`config.mk`:
```
export PLATFORM = sky130hd
export DESIGN_NAME = ccs_core_state
export DESIGN_NICKNAME = d
export VERILOG_FILES = /design/src/rtl/ccs_pkg.sv /design/src/rtl/ccs_return_stack.sv /design/src/rtl/ccs_core_state.sv
export SDC_FILE = /design/constraint.sdc
export NUM_CORES = 1
export LEC_CHECK = 0
export ABC_AREA = 1
export BUFFER_PORTS_ARGS = -buffer_cell sky130_fd_sc_hd__clkbuf_2
export CAP_MARGIN = 20
export CORE_MARGIN = 2
export CORE_UTILIZATION = 56
export DETAILED_ROUTE_END_ITERATION = 12
export PLACE_DENSITY = 0.78
export SYNTH_ARGS = -nofsm -noshare
export SYNTH_HDL_FRONTEND = slang
export SYNTH_HIERARCHICAL = 1
export SYNTH_SLANG_ARGS = --single-unit
```
`constraint.sdc`:
```
create_clock -name CLK -period 2.4 [get_ports CLK]
set_input_delay 0.12 -clock CLK [delete_from_list [all_inputs] [get_ports CLK]]
set_output_delay 0.12 -clock CLK [all_outputs]
set_load 0.05 [all_outputs]
```
`src/rtl/ccs_pkg.sv`:
```
// Purpose: shared constants and types for the core state and rom window block
// Assumes: 8-bit data space, 12-bit program space
// Notes: all offsets are data-space byte addresses
package ccs_pkg;
	localparam int DATA_W = 8;
	localparam int PC_W = 12;
	localparam int STACK_DEPTH = 6;
	localparam int PAGE_W = 7;
	localparam int WIN_LOW_W = 6;
	localparam int ROM_ADDR_W = PAGE_W + WIN_LOW_W;
	// data-space offsets
	localparam logic [7:0] OFS_POINTER_ONE = 8'h80;
	localparam logic [7:0] OFS_POINTER_TWO = 8'h81;
	localparam logic [7:0] OFS_SHORT_SLOT_A = 8'h82;
	localparam logic [7:0] OFS_SHORT_SLOT_B = 8'h83;
	localparam logic [7:0] OFS_ROM_WINDOW_PAGE = 8'hc9;
	localparam logic [7:0] OFS_ACCUMULATOR = 8'hff;
	localparam logic [1:0] WIN_TOP_BITS = 2'h1;
	// reset values of the visible state
	localparam logic [PC_W-1:0] RESET_VECTOR = 12'hffe;
	localparam logic [7:0] REG_RESET = 8'h00;
	localparam logic [PAGE_W-1:0] PAGE_RESET = 7'h00;
	// machine cycle timing
	localparam int CLK_PER_MCYCLE = 13;
	localparam logic [3:0] MCYCLE_LAST = 4'(CLK_PER_MCYCLE - 1);
	localparam logic [2:0] INSTR_CYCLES_2 = 3'h2;
	localparam logic [2:0] INSTR_CYCLES_4 = 3'h4;
	localparam logic [2:0] INSTR_CYCLES_5 = 3'h5;
	// program counter load sources
	typedef enum logic [2:0] {
		PC_NEXT,
		PC_JUMP,
		PC_CALL,
		PC_REL,
		PC_VECTOR,
		PC_SUB_EXIT,
		PC_IRQ_EXIT,
		PC_HOLD
	} ccs_pc_op_t;
	// flag context
	typedef enum logic [1:0] {
		CTX_MAIN,
		CTX_IRQ,
		CTX_NMI
	} ccs_ctx_t;
	// flag update kinds
	typedef enum logic [2:0] {
		FLG_NONE,
		FLG_ARITH,
		FLG_LOGIC,
		FLG_BITTEST,
		FLG_ROTATE
	} ccs_flag_op_t;
endpackage

```
`src/rtl/ccs_return_stack.sv`:
```
// Purpose: six-level hardware return stack outside data space
// Assumes: push and pop never asserted together
// Notes: saturates at both ends
`timescale 1ns/100ps
module ccs_return_stack (
	input wire logic clk,
	input wire logic srst,
	input wire logic push,
	input wire logic pop,
	input wire logic [ccs_pkg::PC_W-1:0] push_value,
	output logic [ccs_pkg::PC_W-1:0] top_value,
	output logic empty
);
	logic [ccs_pkg::PC_W-1:0] level [ccs_pkg::STACK_DEPTH];
	logic [2:0] depth;
	logic [2:0] next_depth;

	////////////////////////////////////////////////////////////////////////
	// depth tracking, saturating
	assign empty = (depth == 3'h0);
	assign top_value = level[0];
	assign next_depth = (push && depth != 3'(ccs_pkg::STACK_DEPTH)) ? depth + 3'h1 :
		(pop && !empty) ? depth - 3'h1 : depth;

	always_ff @(posedge clk) begin
		if (srst) begin
			depth <= 3'h0;
		end else begin
			depth <= next_depth;
		end
	end

	////////////////////////////////////////////////////////////////////////
	// level shifting
	genvar i;
	generate
		for (i = 0; i < ccs_pkg::STACK_DEPTH; i++) begin : g_level
			always_ff @(posedge clk) begin
				if (srst) begin
					level[i] <= '0;
				end else if (push) begin
					level[i] <= (i == 0) ? push_value : level[(i == 0) ? 0 : i-1];
				end else if (pop && !empty) begin
					level[i] <= (i == ccs_pkg::STACK_DEPTH-1) ? level[i] :
						level[(i == ccs_pkg::STACK_DEPTH-1) ? i : i+1];
				end
			end
		end
	endgenerate
endmodule // ccs_return_stack

```
`src/rtl/ccs_core_state.sv`:
```
// Purpose: programmer-visible core state and data rom window of an 8-bit core
// Assumes: sequencer drives one-cycle strobes on machine-cycle boundaries
// Notes: data port is the internal data-space bus of the core
//
// Summary of operation
// - page register keeps bits 6..0 as upper rom address bits; bit 7 ignored.
// - page register is write only, undefined at reset, software writes it first.
// - 8-bit accumulator used by alu, also data location ffh.
// - two pointers give indirect addresses, also data locations 80h and 81h.
// - two short slots hold short direct bytes, at data locations 82h and 83h.
// - 12-bit program counter holds next rom location to fetch.
// - counter advances after fetch; relative branches add sign-extended offset to counter here.
// - counter loads jump, call, relative, vector, popped value, or plus one.
// - three carry/zero pairs, one per context, only current pair used.
// - interrupt entry selects its pair; interrupt exit restores previous pair.
// - pairs keep values across switches; each reachable only in its context.
// - carry from carry/borrow, loaded by bit test, rotated through on rotate.
// - zero set when last arithmetic or logic result is zero.
// - after reset the core runs in non-maskable context.
// - six 12-bit levels; push shifts up, counter to level one, sixth lost.
// - return loads counter from level one and shifts levels down.
// - stack saturates deep and shallow; empty return continues sequentially.
// - one machine cycle per 13 clocks; instructions take 2, 4 or 5 cycles.
// - window reads 40h..7fh fetch rom at page joined with six low bits.
`timescale 1ns/100ps
module ccs_core_state (
	input wire logic CLK,
	input wire logic SRST,
	// data-space access
	input wire logic [7:0] DATA_ADDR,
	input wire logic DATA_RD,
	input wire logic DATA_WR,
	input wire logic [7:0] DATA_WDATA,
	output logic [7:0] DATA_RDATA,
	output logic DATA_HIT,
	// program rom
	output logic [ccs_pkg::PC_W-1:0] ROM_FETCH_ADDR,
	output logic [ccs_pkg::ROM_ADDR_W-1:0] ROM_WIN_ADDR,
	output logic ROM_WIN_RD,
	input wire logic [7:0] ROM_WIN_DATA,
	// sequencer
	input wire logic INSTR_START,
	input wire logic [2:0] INSTR_CYCLES,
	output logic MCYCLE_TICK,
	output logic INSTR_DONE,
	input wire logic [2:0] PC_OP,
	input wire logic [ccs_pkg::PC_W-1:0] PC_TARGET,
	input wire logic [7:0] PC_OFFSET,
	input wire logic IRQ_ENTER,
	input wire logic NMI_ENTER,
	// alu results
	input wire logic [2:0] FLAG_OP,
	input wire logic [7:0] ALU_RESULT,
	input wire logic ALU_CARRY,
	input wire logic TEST_BIT,
	input wire logic ACC_LOAD,
	input wire logic [7:0] ACC_VALUE,
	// visible state
	output logic [7:0] ACC_OUT,
	output logic [7:0] POINTER_ONE_OUT,
	output logic [7:0] POINTER_TWO_OUT,
	output logic [7:0] SHORT_A_OUT,
	output logic [7:0] SHORT_B_OUT,
	output logic [ccs_pkg::PC_W-1:0] PC_OUT,
	output logic CARRY,
	output logic ZERO,
	output logic [1:0] CONTEXT
);
	logic [7:0] accumulator;
	logic [7:0] pointer_one;
	logic [7:0] pointer_two;
	logic [7:0] short_slot_a;
	logic [7:0] short_slot_b;
	logic [ccs_pkg::PAGE_W-1:0] rom_window_page;
	logic [ccs_pkg::PC_W-1:0] pc;
	logic [ccs_pkg::PC_W-1:0] next_pc;
	logic [3:0] div_count;
	logic [2:0] mcycle_count;
	logic busy;
	logic carry_main, zero_main, carry_irq, zero_irq, carry_nmi_ctx, zero_nmi_ctx;
	ccs_pkg::ccs_ctx_t ctx;
	ccs_pkg::ccs_ctx_t next_ctx;
	ccs_pkg::ccs_ctx_t saved_ctx;
	ccs_pkg::ccs_ctx_t saved_irq_ctx;
	logic cur_carry;
	logic cur_zero;
	logic next_carry;
	logic next_zero;
	logic flag_write;
	ccs_pkg::ccs_pc_op_t pc_op;
	ccs_pkg::ccs_flag_op_t flag_op;
	logic stack_push;
	logic stack_pop;
	logic stack_empty;
	logic [ccs_pkg::PC_W-1:0] stack_top;
	logic [ccs_pkg::PC_W-1:0] rel_sum;

	assign pc_op = ccs_pkg::ccs_pc_op_t'(PC_OP);
	assign flag_op = ccs_pkg::ccs_flag_op_t'(FLAG_OP);

	// address decode shared by read and write paths
	function automatic logic addr_is(input logic [7:0] a, input logic [7:0] ofs);
		return a == ofs;
	endfunction

	////////////////////////////////////////////////////////////////////////
	// machine cycle divider
	assign MCYCLE_TICK = (div_count == ccs_pkg::MCYCLE_LAST);
	assign INSTR_DONE = busy && MCYCLE_TICK && (mcycle_count == 3'h1);

	always_ff @(posedge CLK) begin
		if (SRST) begin
			div_count <= 4'h0;
		end else begin
			div_count <= MCYCLE_TICK ? 4'h0 : div_count + 4'h1;
		end
	end

	// instruction length counter in machine cycles
	always_ff @(posedge CLK) begin
		if (SRST) begin
			mcycle_count <= 3'h0;
			busy <= 1'b0;
		end else if (INSTR_START && !busy) begin
			mcycle_count <= (INSTR_CYCLES == ccs_pkg::INSTR_CYCLES_4 ||
				INSTR_CYCLES == ccs_pkg::INSTR_CYCLES_5) ? INSTR_CYCLES :
				ccs_pkg::INSTR_CYCLES_2;
			busy <= 1'b1;
		end else if (busy && MCYCLE_TICK) begin
			mcycle_count <= mcycle_count - 3'h1;
			busy <= (mcycle_count != 3'h1);
		end
	end

	////////////////////////////////////////////////////////////////////////
	// data-space decode
	logic sel_acc, sel_p1, sel_p2, sel_sa, sel_sb, sel_page, sel_win;
	assign sel_acc = addr_is(DATA_ADDR, ccs_pkg::OFS_ACCUMULATOR);
	assign sel_p1 = addr_is(DATA_ADDR, ccs_pkg::OFS_POINTER_ONE);
	assign sel_p2 = addr_is(DATA_ADDR, ccs_pkg::OFS_POINTER_TWO);
	assign sel_sa = addr_is(DATA_ADDR, ccs_pkg::OFS_SHORT_SLOT_A);
	assign sel_sb = addr_is(DATA_ADDR, ccs_pkg::OFS_SHORT_SLOT_B);
	assign sel_page = addr_is(DATA_ADDR, ccs_pkg::OFS_ROM_WINDOW_PAGE);
	assign sel_win = (DATA_ADDR[7:6] == ccs_pkg::WIN_TOP_BITS);

	// window read goes straight to rom with current page
	assign ROM_WIN_ADDR = {rom_window_page, DATA_ADDR[ccs_pkg::WIN_LOW_W-1:0]};
	assign ROM_WIN_RD = DATA_RD && sel_win;

	// page register is write only, so it never answers a read
	assign DATA_HIT = (sel_acc || sel_p1 || sel_p2 || sel_sa || sel_sb || sel_win) ||
		(DATA_WR && sel_page);

	// registered read data
	always_ff @(posedge CLK) begin
		if (SRST) begin
			DATA_RDATA <= 8'h00;
		end else if (DATA_RD) begin
			DATA_RDATA <= sel_acc ? accumulator : sel_p1 ? pointer_one :
				sel_p2 ? pointer_two : sel_sa ? short_slot_a :
				sel_sb ? short_slot_b : sel_win ? ROM_WIN_DATA : 8'h00;
		end
	end

	////////////////////////////////////////////////////////////////////////
	// data registers; alu load of accumulator has priority
	always_ff @(posedge CLK) begin
		if (SRST) begin
			accumulator <= ccs_pkg::REG_RESET;
			pointer_one <= ccs_pkg::REG_RESET;
			pointer_two <= ccs_pkg::REG_RESET;
			short_slot_a <= ccs_pkg::REG_RESET;
			short_slot_b <= ccs_pkg::REG_RESET;
		end else begin
			if (ACC_LOAD) begin
				accumulator <= ACC_VALUE;
			end else if (DATA_WR && sel_acc) begin
				accumulator <= DATA_WDATA;
			end
			if (DATA_WR && sel_p1) pointer_one <= DATA_WDATA;
			if (DATA_WR && sel_p2) pointer_two <= DATA_WDATA;
			if (DATA_WR && sel_sa) short_slot_a <= DATA_WDATA;
			if (DATA_WR && sel_sb) short_slot_b <= DATA_WDATA;
		end
	end

	// page register, not cleared by reset; bit 7 dropped
	always_ff @(posedge CLK) begin
		if (DATA_WR && sel_page) begin
			rom_window_page <= DATA_WDATA[ccs_pkg::PAGE_W-1:0];
		end
	end

	////////////////////////////////////////////////////////////////////////
	// program counter
	assign rel_sum = pc + {{4{PC_OFFSET[7]}}, PC_OFFSET};
	assign stack_push = (pc_op == ccs_pkg::PC_CALL) || (pc_op == ccs_pkg::PC_VECTOR &&
		(IRQ_ENTER || NMI_ENTER));
	assign stack_pop = (pc_op == ccs_pkg::PC_SUB_EXIT) || (pc_op == ccs_pkg::PC_IRQ_EXIT);

	always_comb begin
		next_pc = pc;
		unique case (pc_op)
			ccs_pkg::PC_NEXT: next_pc = pc + 12'h001;
			ccs_pkg::PC_JUMP, ccs_pkg::PC_CALL: next_pc = PC_TARGET;
			ccs_pkg::PC_REL: next_pc = rel_sum;
			ccs_pkg::PC_VECTOR: next_pc = PC_TARGET;
			ccs_pkg::PC_SUB_EXIT, ccs_pkg::PC_IRQ_EXIT: begin
				next_pc = stack_empty ? pc + 12'h001 : stack_top;
			end
			ccs_pkg::PC_HOLD: next_pc = pc;
		endcase
	end

	always_ff @(posedge CLK) begin
		if (SRST) begin
			pc <= ccs_pkg::RESET_VECTOR;
		end else begin
			pc <= next_pc;
		end
	end

	ccs_return_stack u_stack (
		.clk(CLK),
		.srst(SRST),
		.push(stack_push),
		.pop(stack_pop),
		.push_value(pc),
		.top_value(stack_top),
		.empty(stack_empty)
	);

	////////////////////////////////////////////////////////////////////////
	// context selection
	always_comb begin
		next_ctx = ctx;
		if (NMI_ENTER) begin
			next_ctx = ccs_pkg::CTX_NMI;
		end else if (IRQ_ENTER) begin
			next_ctx = ccs_pkg::CTX_IRQ;
		end else if (pc_op == ccs_pkg::PC_IRQ_EXIT) begin
			next_ctx = (ctx == ccs_pkg::CTX_NMI) ? saved_ctx : saved_irq_ctx;
		end
	end

	always_ff @(posedge CLK) begin
		if (SRST) begin
			ctx <= ccs_pkg::CTX_NMI;
			saved_ctx <= ccs_pkg::CTX_MAIN;
			saved_irq_ctx <= ccs_pkg::CTX_MAIN;
		end else begin
			ctx <= next_ctx;
			if (NMI_ENTER) saved_ctx <= ctx;
			else if (IRQ_ENTER) saved_irq_ctx <= ctx;
		end
	end

	////////////////////////////////////////////////////////////////////////
	// flag pairs; only the pair of the current context is seen or written
	assign cur_carry = (ctx == ccs_pkg::CTX_MAIN) ? carry_main :
		(ctx == ccs_pkg::CTX_IRQ) ? carry_irq : carry_nmi_ctx;
	assign cur_zero = (ctx == ccs_pkg::CTX_MAIN) ? zero_main :
		(ctx == ccs_pkg::CTX_IRQ) ? zero_irq : zero_nmi_ctx;
	assign flag_write = (flag_op != ccs_pkg::FLG_NONE);

	always_comb begin
		next_carry = cur_carry;
		next_zero = cur_zero;
		unique case (flag_op)
			ccs_pkg::FLG_NONE: ;
			ccs_pkg::FLG_ARITH: begin
				next_carry = ALU_CARRY;
				next_zero = (ALU_RESULT == 8'h00);
			end
			ccs_pkg::FLG_LOGIC: next_zero = (ALU_RESULT == 8'h00);
			ccs_pkg::FLG_BITTEST: next_carry = TEST_BIT;
			ccs_pkg::FLG_ROTATE: begin
				next_carry = ALU_CARRY;
				next_zero = (ALU_RESULT == 8'h00);
			end
			default: ;
		endcase
	end

	always_ff @(posedge CLK) begin
		if (SRST) begin
			{carry_main, zero_main, carry_irq, zero_irq} <= 4'h0;
			{carry_nmi_ctx, zero_nmi_ctx} <= 2'h0;
		end else if (flag_write) begin
			if (ctx == ccs_pkg::CTX_MAIN) {carry_main, zero_main} <= {next_carry, next_zero};
			if (ctx == ccs_pkg::CTX_IRQ) {carry_irq, zero_irq} <= {next_carry, next_zero};
			if (ctx == ccs_pkg::CTX_NMI) begin
				{carry_nmi_ctx, zero_nmi_ctx} <= {next_carry, next_zero};
			end
		end
	end

	////////////////////////////////////////////////////////////////////////
	// visible outputs
	assign ACC_OUT = accumulator;
	assign POINTER_ONE_OUT = pointer_one;
	assign POINTER_TWO_OUT = pointer_two;
	assign SHORT_A_OUT = short_slot_a;
	assign SHORT_B_OUT = short_slot_b;
	assign PC_OUT = pc;
	assign ROM_FETCH_ADDR = pc;
	assign CARRY = cur_carry;
	assign ZERO = cur_zero;
	assign CONTEXT = ctx;
endmodule // ccs_core_state

```
==> results_tabular.tex, run 1 <==
\begin{tabular}{lr}
\hline
Metric & Value \\
\hline
\multicolumn{2}{l}{\textbf{Outcome}} \\
Outcome & completed \\
\multicolumn{2}{l}{\textbf{Setup path}} \\
Cell family with the largest share of critical-path delay & adder cells \\
Stage delay of the slowest cell on the critical path & 0.49 ns \\
Cell chain of the critical path & ha\_1, inv\_1, fa\_1, inv\_1, nand3\_1, nand3\_1, a21oi\_1, o21ai\_0, nand3\_1, o21ai\_0, nand2\_1 \\
Most Frequent Cell on Critical Path & nand3\_1 \\
Slowest CP cell & dfxtp\_1 \\
Setup slack on the worst flop-to-flop path & 0.27 ns \\
Crit path max fanout & 7 \\
RR Endpoint & PC\_OUT[4]\$\_SDFFE\_PP1P\_ \\
Crit Reg-Reg Startpoint & PC\_OUT[0]\$\_SDFFE\_PP0P\_ \\
Critical path depth & 11 \\
Category of the worst setup path capture point & flop \\
CP arrival & 2.44 ns \\
Category of the critical setup timing path & flop to flop \\
Data required time of the worst path & 2.70 ns \\
Buffers plus inverters on the worst setup path & 2 \\
Startpoint kind of the worst setup timing path & flop \\
Depth of the most critical reg-to-reg path & 11 \\
\multicolumn{2}{l}{\textbf{STA}} \\
Final Hold Viols & 0 \\
Upper clock frequency limit & 0.4689 GHz \\
Setup repair after global routing missed its margin & no \\
Headroom to the max-slew limit & 27.47\% \\
Skew final & 0.006106 ns \\
Final worst path period share & 88.87\% \\
Setup total negative slack & 0 ns \\
Worst hold slack after final layout & 0.03022 ns \\
Shortest clock period the worst path allows after layout & 2.133 ns \\
Actual transition at the worst max-transition pin & 1.088 ns \\
Final setup violation count & 0 \\
Fin. max-slew vios & 0 \\
\multicolumn{2}{l}{\textbf{Finish}} \\
Area of the multi-input gates & 0.003615 sq mm \\
Filler cell count in the final layout & 1292 \\
Layout cells sized above 1 & 20.44\% \\
Number of nets in the layout & 1356 \\
Synth-to-Final Area Change & 16.60\% \\
Sequential cell area & 0.004034 sq mm \\
Final core area utilization & 67.06\% \\
\multicolumn{2}{l}{\textbf{Pwr}} \\
Leak Pwr & 0.004640 uW \\
Portion of total power attributed to the clock network & 34.3\% \\
Combinational share of power & 21.0\% \\
Power Internal & 5016 uW \\
Post-layout power & 7322 uW \\
Register share of total power & 44.7\% \\
Total power divided by cell area & 718.3 mW/mm\^{}2 \\
Maximum vdd ir drop & 0.0005766 V \\
Switching part of the total power & 31.50\% \\
Sw power & 2307 uW \\
\multicolumn{2}{l}{\textbf{CTS}} \\
Number of H-tree branching levels & 4 \\
Insertion delay to the later sink of the worst-skew pair & 0.42 ns \\
Number of buffers inserted to repair setup after CTS & 0 \\
Clk root buf & clkbuf\_16 \\
Number of clock buffers inserted by TritonCTS & 17 \\
Hold Buf Count CTS & 12 \\
TritonCTS clock tree & yes \\
Total clock sinks & 162 \\
Register clock-pin slew on the reported worst setup and hold paths & 0.06 ns \\
Post-cts repair resize count & 0 \\
CTS max path bufs & 2 \\
\multicolumn{2}{l}{\textbf{Route}} \\
Routed wire length & 22.51 mm \\
Number of optimization iterations in the first detailed-route pass & 5 \\
Starting DRC count in detailed routing & 641 \\
Count of nets left with antenna violations after detail routing & 0 \\
Detailed-route wire length per cell & 15.41 um \\
Total via count in the routed design & 7998 \\
Mean number of vias per cell & 5.474 \\
Number of remaining DRC errors & 0 \\
\multicolumn{2}{l}{\textbf{Synth}} \\
Post-synthesis cell area & 0.008743 sq mm \\
Mean Syn Cell Area & 7.877 sq um \\
Yosys top cell area share & 27.13\% \\
Synth Register Bits & 162 \\
Mapped Cells & 1110 \\
Most numerous cell types in the synthesized netlist & nand2\_1 (216), inv\_1 (173), o21ai\_0 (112) \\
Most frequent cell after synthesis & nand2\_1 \\
EDFF count, synth & 79 \\
Most area-hungry cell type in the Yosys netlist & edfxtp\_1 \\
Ys Warns & 6 \\
Main synth FF type & dfxtp\_1 \\
Largest cells by area after synthesis & edfxtp\_1 (27\%), dfxtp\_1 (19\%), nand2\_1 (9.3\%), inv\_1 (7.4\%), o21ai\_0 (6.4\%) \\
Async S/R FF share, synth & 0\% \\
Cell variety after synth & 41 \\
Share of synthesized area occupied by flip-flops and latches & 46.14\% \\
Net Count, Synth & 1207 \\
\multicolumn{2}{l}{\textbf{Floorplan}} \\
Vertical die dimension & 129.0 um \\
Number of cell rows & 45 \\
I/O pin cnt & 172 \\
Std-Cell Core Area & 0.01520 sq mm \\
Chip Width & 129.0 um \\
Starting Density & 57.51\% \\
Area of the die & 0.01663 sq mm \\
\multicolumn{2}{l}{\textbf{Global routing}} \\
Combined global-route utilization of all metal layers & 27.49\% \\
Number of antenna violations at the first check in global routing & 1 \\
Pin count of the biggest net entering global routing & 50 \\
Via count of the first global-routing pass & 7373 \\
First-pass GRT wire length & 36.03 mm \\
Total global routing overflow & 0 \\
\multicolumn{2}{l}{\textbf{Placed design}} \\
Detailed-placement wirelength estimate & 16.31 mm \\
Final weighted congestion of routability-driven global placement & 0.9470 \\
Port buffer count & 171 \\
\multicolumn{2}{l}{\textbf{Hold path}} \\
Min-delay src & DATA\_WDATA[3] \\
Cell depth of the worst min-delay path & 1 \\
Class of the worst hold path & primary input to flop \\
End of the worst hold path & rom\_window\_page[3]\$\_DFFE\_PP\_ \\
\multicolumn{2}{l}{\textbf{Flow run}} \\
Max-cap violations & 0 \\
\hline
\end{tabular}
sequential cells by signal (all words and copies together) (netlist names), 8 cells and up:
name / count
SHORT_A_OUT: 8
ACC_OUT: 8
POINTER_TWO_OUT: 8
SHORT_B_OUT: 8
DATA_RDATA: 8
POINTER_ONE_OUT: 8
u_stack/level: 72
PC_OUT: 12
cell families (layout without fill, tap and decap cells):
kind of cell | count (synthesis) | count (layout) | synth area share, %
AOI/OAI and AO/OA | 232 | 232 | 15.61
xor gates and xnor gates | 8 | 8 | 0.8014
buffers and inverters | 246 | 408 | 12.68
adders and majority gates | 18 | 18 | 2.748
DFF | 162 | 162 | 46.14
other | 0 | 1 | 0
and+or+nand+nor | 444 | 444 | 22.02
power groups by stage:
| stage | clock network (uW) | logic [uW] | registers (uW) |
|---|---|---|---|
| after floorplan | 0 | 1030 | 3440 |
| after global placement | 0 | 1480 | 3320 |
| after detailed placement | 0 | 1500 | 3330 |
| after CTS | 2540 | 1530 | 3270 |
| after global routing | 2660 | 1710 | 3300 |
| final | 2510 | 1540 | 3270 |
worst max path at each step:
stage	startpoint	end	slack [ns]
floorplan	PC_OP[1]	u_stack/level[0][0]$_DFFE_PP_	0.17
global placement	PC_OUT[0]$_SDFFE_PP0P_	PC_OUT[4]$_SDFFE_PP1P_	0.46
detailed placement	PC_OUT[0]$_SDFFE_PP0P_	PC_OUT[4]$_SDFFE_PP1P_	0.32
CTS	PC_OUT[0]$_SDFFE_PP0P_	PC_OUT[4]$_SDFFE_PP1P_	0.30
global route	PC_OUT[0]$_SDFFE_PP0P_	PC_OUT[4]$_SDFFE_PP1P_	0.09
finish	PC_OUT[0]$_SDFFE_PP0P_	PC_OUT[4]$_SDFFE_PP1P_	0.27
area by class of cell:
class	count	share of cell area (%)
multi-input cells	702	35.46
repair buffers	196	10.65
flip-flops and latches	162	39.57
clock inverters	7	0.4786
diodes	1	0.02455
well taps	188	2.307
inverters	180	6.627
clock buffers	25	4.885
metal layers:
metal | vias up | track usage [%] | wire length (um)
li1 | 3930 | - | -
met1 | 3665 | 36.55 | 9751
met2 | 342 | 44.01 | 10370
met3 | 61 | 5.780 | 1674
met4 | 0 | 11.38 | 722
met5 | - | 0 | 0
metrics by stage:
stage,cell area (sq um),std cells,setup slack [ns]
after global routing,10190,1461,0.08574
after CTS,10190,1460,0.3024
after global placement,9525,1416,0.4613
after detailed placement,9525,1416,0.3179
final,10190,1461,0.2672
after floorplan,8748,1110,0.1683
worst reg2reg max path: cells and delay by family (launching register included):
family,cells,cell delay (ns)
adders and majority gates,2,0.63
DFF,1,0.49
AOI/OAI and AO/OA,3,0.38
and+or+nand+nor,4,0.37
buffers and inverters,2,0.16
cell usage in the layout, fill, tap and decap left out, types with 9 or more instances in the layout:
| master | netlist | routed |
|---|---|---|
| clkbuf_16 | 0 | 18 |
| o22ai_2 | 20 | 20 |
| nand2_1 | 216 | 214 |
| buf_4 | 34 | 12 |
| nor2_1 | 90 | 90 |
| a21oi_1 | 76 | 76 |
| nand4_1 | 9 | 9 |
| nand3_1 | 96 | 96 |
| a31oi_1 | 9 | 9 |
| nand2_2 | 7 | 9 |
| clkbuf_2 | 1 | 172 |
| o21ai_0 | 112 | 111 |
| ha_1 | 16 | 16 |
| dfxtp_1 | 83 | 83 |
| edfxtp_1 | 79 | 79 |
| dlygate4sd3_1 | 0 | 12 |
| inv_1 | 173 | 173 |
No activity file was read; power rests on OpenSTA's default activity.
==> run 2, diff against run 1 <==
CELL_PAD_IN_SITES_DETAIL_PLACEMENT = 1   (was not set)
CELL_PAD_IN_SITES_GLOBAL_PLACEMENT = 1   (was not set)
CORE_UTILIZATION = 41   (was 56)
==> results_tabular.tex, run 2 (synthesized netlist as in run 1, its figures left out) <==
\begin{tabular}{lr}
\hline
Metric & Value \\
\hline
\multicolumn{2}{l}{\textbf{Outcome}} \\
Outcome & completed \\
\multicolumn{2}{l}{\textbf{Setup path}} \\
Cell chain of the critical path & dlygate4sd3\_1, clkbuf\_2, nor2\_1, o21ai\_2, nor2\_4, nand2\_2, buf\_4, o22ai\_1 \\
Category of the worst setup path capture point & flop \\
Setup slack on the worst flop-to-flop path & 0.47 ns \\
Data required time of the worst path & 2.54 ns \\
Startpoint kind of the worst setup timing path & primary input \\
Slowest CP cell & dlygate4sd3\_1 \\
Stage delay of the slowest cell on the critical path & 0.52 ns \\
Category of the critical setup timing path & primary input to flop \\
CP arrival & 2.14 ns \\
Crit path max fanout & 48 \\
\multicolumn{2}{l}{\textbf{CTS}} \\
Number of clock buffers inserted by TritonCTS & 17 \\
Number of buffers inserted to repair setup after CTS & 0 \\
Insertion delay to the later sink of the worst-skew pair & 0.43 ns \\
Total clock sinks & 162 \\
Post-cts repair resize count & 0 \\
TritonCTS clock tree & yes \\
Register clock-pin slew on the reported worst setup and hold paths & 0.07 ns \\
Hold Buf Count CTS & 15 \\
Clk root buf & clkbuf\_16 \\
Number of H-tree branching levels & 4 \\
CTS max path bufs & 2 \\
\multicolumn{2}{l}{\textbf{Global routing}} \\
Pin count of the biggest net entering global routing & 50 \\
Number of antenna violations at the first check in global routing & 0 \\
Via count of the first global-routing pass & 7936 \\
First-pass GRT wire length & 41.09 mm \\
Combined global-route utilization of all metal layers & 23.57\% \\
Total global routing overflow & 0 \\
\multicolumn{2}{l}{\textbf{Floorplan}} \\
Number of cell rows & 53 \\
I/O pin cnt & 172 \\
Vertical die dimension & 150.0 um \\
Area of the die & 0.02251 sq mm \\
Starting Density & 41.72\% \\
Std-Cell Core Area & 0.02096 sq mm \\
Chip Width & 150.0 um \\
\multicolumn{2}{l}{\textbf{Route}} \\
Number of optimization iterations in the first detailed-route pass & 6 \\
Number of remaining DRC errors & 0 \\
Count of nets left with antenna violations after detail routing & 0 \\
Routed wire length & 26.21 mm \\
Mean number of vias per cell & 5.169 \\
Total via count in the routed design & 8053 \\
Detailed-route wire length per cell & 16.83 um \\
Starting DRC count in detailed routing & 447 \\
\multicolumn{2}{l}{\textbf{Finish}} \\
Filler cell count in the final layout & 2669 \\
Area of the multi-input gates & 0.003615 sq mm \\
Diode insertion count for antenna repair & 0 \\
Leading cell type in the layout, fill and taps excluded & nand2\_1 \\
Most frequent cells in the layout & nand2\_1 (214), inv\_1 (173), clkbuf\_2 (171), o21ai\_0 (111), nand3\_1 (96) \\
Synth-to-Final Area Change & 19.60\% \\
Layout cells sized above 1 & 20.81\% \\
Sequential cell area & 0.004034 sq mm \\
Number of nets in the layout & 1368 \\
Largest register by flop count & u\_stack/level \\
Number of flip-flops in the largest register & 72 \\
\multicolumn{2}{l}{\textbf{Flow run}} \\
Max-cap violations & 0 \\
\multicolumn{2}{l}{\textbf{Hold path}} \\
Class of the worst hold path & primary input to flop \\
\multicolumn{2}{l}{\textbf{Placed design}} \\
Detailed-placement wirelength estimate & 19.55 mm \\
Final weighted congestion of routability-driven global placement & 0.8403 \\
Port buffer count & 171 \\
\multicolumn{2}{l}{\textbf{STA}} \\
Setup total negative slack & 0 ns \\
Final worst path period share & 83.05\% \\
Setup repair after global routing missed its margin & no \\
Headroom to the max-slew limit & 57.52\% \\
Skew final & 0.01138 ns \\
Upper clock frequency limit & 0.5017 GHz \\
Actual transition at the worst max-transition pin & 0.6357 ns \\
Shortest clock period the worst path allows after layout & 1.993 ns \\
Final Hold Viols & 0 \\
Fin. max-slew vios & 0 \\
Final setup violation count & 0 \\
\multicolumn{2}{l}{\textbf{Pwr}} \\
Leak Pwr & 0.004719 uW \\
Total power divided by cell area & 731.6 mW/mm\^{}2 \\
Maximum vdd ir drop & 0.0005101 V \\
Post-layout power & 7650 uW \\
\hline
\end{tabular}
[run 2: stage by stage]
stage	cells	hold WS [ns]	area (sq um)	setup slack (ns)	util [%]
after floorplan	1110	0.2100	8748	0.1683	-
after global placement	1511	0.3777	9707	0.4887	46.32
after detailed placement	1511	0.3948	9707	0.4041	46.32
after CTS	1557	0.001101	10450	0.3919	49.86
after global routing	1558	0.01403	10460	0.2756	49.90
final	1558	0.02008	10460	0.4067	49.90
[run 2: power by group]
group | leakage [uW] | internal, uW | switching (uW)
sequential | 0.00151 | 3110 | 137
clock | 0.000289 | 1630 | 1130
combinational | 0.00292 | 481 | 1150
[run 2: path summary, 6_finish.rpt]
kind | startpoint | endpoint | cells past startpoint
worst min register to register | POINTER_TWO_OUT[5]$_SDFFE_PP0P_ | POINTER_TWO_OUT[5]$_SDFFE_PP0P_ | 2
worst min-delay path | ACC_VALUE[2] | ACC_OUT[2]$_SDFFE_PP0P_ | 3
worst max-delay path | NMI_ENTER | u_stack/level[1][11]$_DFFE_PP_ | 8
worst max register to register | PC_OUT[5]$_SDFFE_PP1P_ | PC_OUT[8]$_SDFFE_PP1P_ | 9
[run 2: critical path, delay by kind of cell]
kind / cells / cell delay, ns
AND/OR/NAND/NOR: 3 / 0.34
buffers and inverters: 3 / 1.17
AO/OA/AOI/OAI: 2 / 0.48
[run 2: layer usage]
metal	global-route usage [%]	wire length, um	up-vias
met4	7.075	563	0
li1	-	-	3954
met3	4.543	1168	42
met5	0	0	-
met1	30.12	11620	3879
met2	40.39	12860	178
[run 2: layout make-up]
class	instances	area share [%]
flip-flops and latches	162	38.57
multi-input cells	702	34.57
repair buffers	208	11.46
inverters	180	6.461
clock buffers	18	4.104
well taps	275	3.290
clock inverters	13	1.543
==> run 3, diff against run 2 <==
ABC_AREA = 0   (was 1)
CORE_UTILIZATION = 43   (was 41)
clock period = 2.01 ns   (was 2.4 ns; I/O delays follow)
==> results_tabular.tex, run 3 <==
\begin{tabular}{lr}
\hline
Metric & Value \\
\hline
\multicolumn{2}{l}{\textbf{Synth}} \\
Synth Register Bits & 162 \\
EDFF count, synth & 79 \\
Largest cells by area after synthesis & edfxtp\_1 (28\%), dfxtp\_1 (20\%), a22o\_1 (7.1\%), mux2i\_1 (5.1\%), nor2\_1 (3.9\%) \\
Net Count, Synth & 921 \\
Mapped Cells & 824 \\
Async S/R FF share, synth & 0\% \\
Mean Syn Cell Area & 10.26 sq um \\
Most frequent cell after synthesis & nor2\_1 \\
Main synth FF type & dfxtp\_1 \\
Post-synthesis cell area & 0.008454 sq mm \\
Most area-hungry cell type in the Yosys netlist & edfxtp\_1 \\
Share of synthesized area occupied by flip-flops and latches & 47.71\% \\
Ys Warns & 6 \\
Most numerous cell types in the synthesized netlist & nor2\_1 (87), dfxtp\_1 (83), edfxtp\_1 (79) \\
Yosys top cell area share & 28.06\% \\
Cell variety after synth & 79 \\
\multicolumn{2}{l}{\textbf{Route}} \\
Mean number of vias per cell & 5.710 \\
Number of optimization iterations in the first detailed-route pass & 7 \\
Total via count in the routed design & 7497 \\
Starting DRC count in detailed routing & 517 \\
Count of nets left with antenna violations after detail routing & 0 \\
Detailed-route wire length per cell & 19.73 um \\
Routed wire length & 25.91 mm \\
Number of remaining DRC errors & 0 \\
\multicolumn{2}{l}{\textbf{STA}} \\
Setup total negative slack & -0.2578 ns \\
Upper clock frequency limit & 0.4754 GHz \\
Shortest clock period the worst path allows after layout & 2.103 ns \\
Actual transition at the worst max-transition pin & 0.7838 ns \\
Final Hold Viols & 0 \\
Final worst path period share & 104.6\% \\
Skew final & 0.01319 ns \\
Final setup violation count & 4 \\
Setup WS post-layout & -0.09331 ns \\
Setup repair after global routing missed its margin & yes \\
Worst hold slack after final layout & 0.02972 ns \\
Headroom to the max-slew limit & 47.75\% \\
Fin. max-slew vios & 0 \\
\multicolumn{2}{l}{\textbf{Pwr}} \\
Switching part of the total power & 30.69\% \\
Sw power & 2818 uW \\
Combinational share of power & 23.4\% \\
Total power divided by cell area & 850.6 mW/mm\^{}2 \\
Register share of total power & 42.1\% \\
Maximum vdd ir drop & 0.0006332 V \\
Portion of total power attributed to the clock network & 34.5\% \\
Leak Pwr & 0.004587 uW \\
Power Internal & 6364 uW \\
Post-layout power & 9182 uW \\
\multicolumn{2}{l}{\textbf{CTS}} \\
Clk root buf & clkbuf\_16 \\
Number of H-tree branching levels & 4 \\
Number of clock buffers inserted by TritonCTS & 17 \\
Register clock-pin slew on the reported worst setup and hold paths & 0.07 ns \\
Insertion delay to the later sink of the worst-skew pair & 0.43 ns \\
Total clock sinks & 162 \\
TritonCTS clock tree & yes \\
CTS max path bufs & 2 \\
\multicolumn{2}{l}{\textbf{Floorplan}} \\
Std-Cell Core Area & 0.01940 sq mm \\
Starting Density & 43.58\% \\
Chip Width & 144.2 um \\
I/O pin cnt & 172 \\
Number of cell rows & 51 \\
Area of the die & 0.02080 sq mm \\
Vertical die dimension & 144.2 um \\
\multicolumn{2}{l}{\textbf{Flow run}} \\
Max-cap violations & 0 \\
\multicolumn{2}{l}{\textbf{Setup path}} \\
Depth of the most critical reg-to-reg path & 7 \\
Data required time of the worst path & 2.33 ns \\
Buffers plus inverters on the worst setup path & 0 \\
Critical path depth & 7 \\
CP arrival & 2.42 ns \\
Cell chain of the critical path & ha\_4, and2\_4, a221o\_1, a21o\_1, mux2\_4, a211o\_1, a21o\_1 \\
Slowest CP cell & dfxtp\_4 \\
Crit Reg-Reg Startpoint & PC\_OUT[3]\$\_SDFFE\_PP1P\_ \\
Cell family with the largest share of critical-path delay & compound AO/OA/AOI/OAI gates \\
Stage delay of the slowest cell on the critical path & 0.35 ns \\
Crit path max fanout & 3 \\
Category of the critical setup timing path & flop to flop \\
Category of the worst setup path capture point & flop \\
Critical Path Start & PC\_OUT[3]\$\_SDFFE\_PP1P\_ \\
Startpoint kind of the worst setup timing path & flop \\
Most Frequent Cell on Critical Path & a21o\_1 \\
\multicolumn{2}{l}{\textbf{Finish}} \\
Synth-to-Final Area Change & 27.69\% \\
Final std cell area, no fill & 0.01080 sq mm \\
Filler cell count in the final layout & 2222 \\
Number of flip-flops in the largest register & 72 \\
Layout cells sized above 1 & 33.30\% \\
Leading cell type in the layout, fill and taps excluded & clkbuf\_2 \\
Largest register by flop count & u\_stack/level \\
Diode insertion count for antenna repair & 0 \\
Area of the multi-input gates & 0.004056 sq mm \\
Most frequent cells in the layout & clkbuf\_2 (171), nor2\_1 (87), edfxtp\_1 (79), dfxtp\_1 (73), buf\_4 (70) \\
Number of nets in the layout & 1132 \\
Sequential cell area & 0.004066 sq mm \\
\multicolumn{2}{l}{\textbf{Global routing}} \\
Pin count of the biggest net entering global routing & 61 \\
Via count of the first global-routing pass & 7629 \\
Total global routing overflow & 0 \\
Combined global-route utilization of all metal layers & 24.77\% \\
Number of antenna violations at the first check in global routing & 0 \\
First-pass GRT wire length & 40.19 mm \\
\multicolumn{2}{l}{\textbf{Placed design}} \\
Detailed-placement wirelength estimate & 17.93 mm \\
Final weighted congestion of routability-driven global placement & 0.8237 \\
Worst slack after detailed placement & -0.1175 ns \\
Port buffer count & 171 \\
Placed instance area & 0.009912 sq mm \\
\multicolumn{2}{l}{\textbf{Hold path}} \\
Class of the worst hold path & primary input to flop \\
Min-delay src & INSTR\_CYCLES[2] \\
Cell depth of the worst min-delay path & 4 \\
\multicolumn{2}{l}{\textbf{Outcome}} \\
Outcome & complete, but fails checks \\
Failing checks & setup timing \\
\hline
\end{tabular}
-- run 3: per-layer routing --
metal  track usage [%]  vias up  share of wire [%]
met3             4.437       60                4.8
met4             9.811        0                3.1
met2             40.78      253                 49
met5                 0        -                  0
met1             32.52     3707                 43
li1                  -     3477                  -
-- run 3: area by class of cell --
cell class / instances / share of cell area [%]
Sequential cell: 162 / 37.67
Multi-Input combinational cell: 568 / 37.58
Timing Repair Buffer: 266 / 15.68
Clock buffer: 26 / 4.937
Tap cell: 265 / 3.071
Inverter: 20 / 0.6954
Clock inverter: 6 / 0.3709
-- run 3: tightest hold or removal path: stages --
cell and delay, ns:
clkbuf_2 0.08, nand3b_1 0.10, a32oi_1 0.06, nor2_1 0.07
-- run 3: kinds of logic (layout without fill, tap and decap cells) --
group	count (synthesis)	in the layout	share of synthesized area (%)
adder cells (fa/ha/maj)	19	19	2.975
AO/OA/AOI/OAI	236	236	20.51
buffers and inverters	94	318	6.793
XOR/XNOR	11	11	1.228
flip-flops	162	162	47.71
AND/OR/NAND/NOR	249	249	14.31
multiplexers	53	53	6.467
-- run 3: stage by stage --
stage / cells / utilization (%)
after floorplan: 824 / -
after global placement: 1258 / 51.10
after detailed placement: 1258 / 51.10
after CTS: 1311 / 55.40
after global routing: 1313 / 55.65
final: 1313 / 55.65
-- run 3: power by group through the flow --
| stage | Sequential, uW | Combinational (uW) | Clock (uW) |
|---|---|---|---|
| 2_1_floorplan | 4120 | 1150 | 0 |
| 3_3_place_gp | 3920 | 1930 | 0 |
| 3_5_place_dp | 3930 | 1980 | 0 |
| 4_1_cts | 3860 | 2070 | 3220 |
| 5_1_grt | 3890 | 2300 | 3340 |
| 6_report | 3870 | 2150 | 3170 |
-- run 3: timing repair --
action,in CTS,in global routing
endpoints found under the hold margin,25,0
buffers inserted,2,2
hold buffers,19,0
gates resized for setup,12,11
pin swaps,8,6
endpoints found under the setup margin,6,10
-- run 3: path summary, 6_finish.rpt --
kind,endpoint,slack [ns]
setup reg to reg,PC_OUT[11]$_SDFFE_PP1P_,-0.09
hold reg to reg,carry_main$_SDFFE_PP0P_,0.46
setup / recovery,PC_OUT[11]$_SDFFE_PP1P_,-0.09
hold / removal,mcycle_count[1]$_SDFFE_PP0P_,0.03
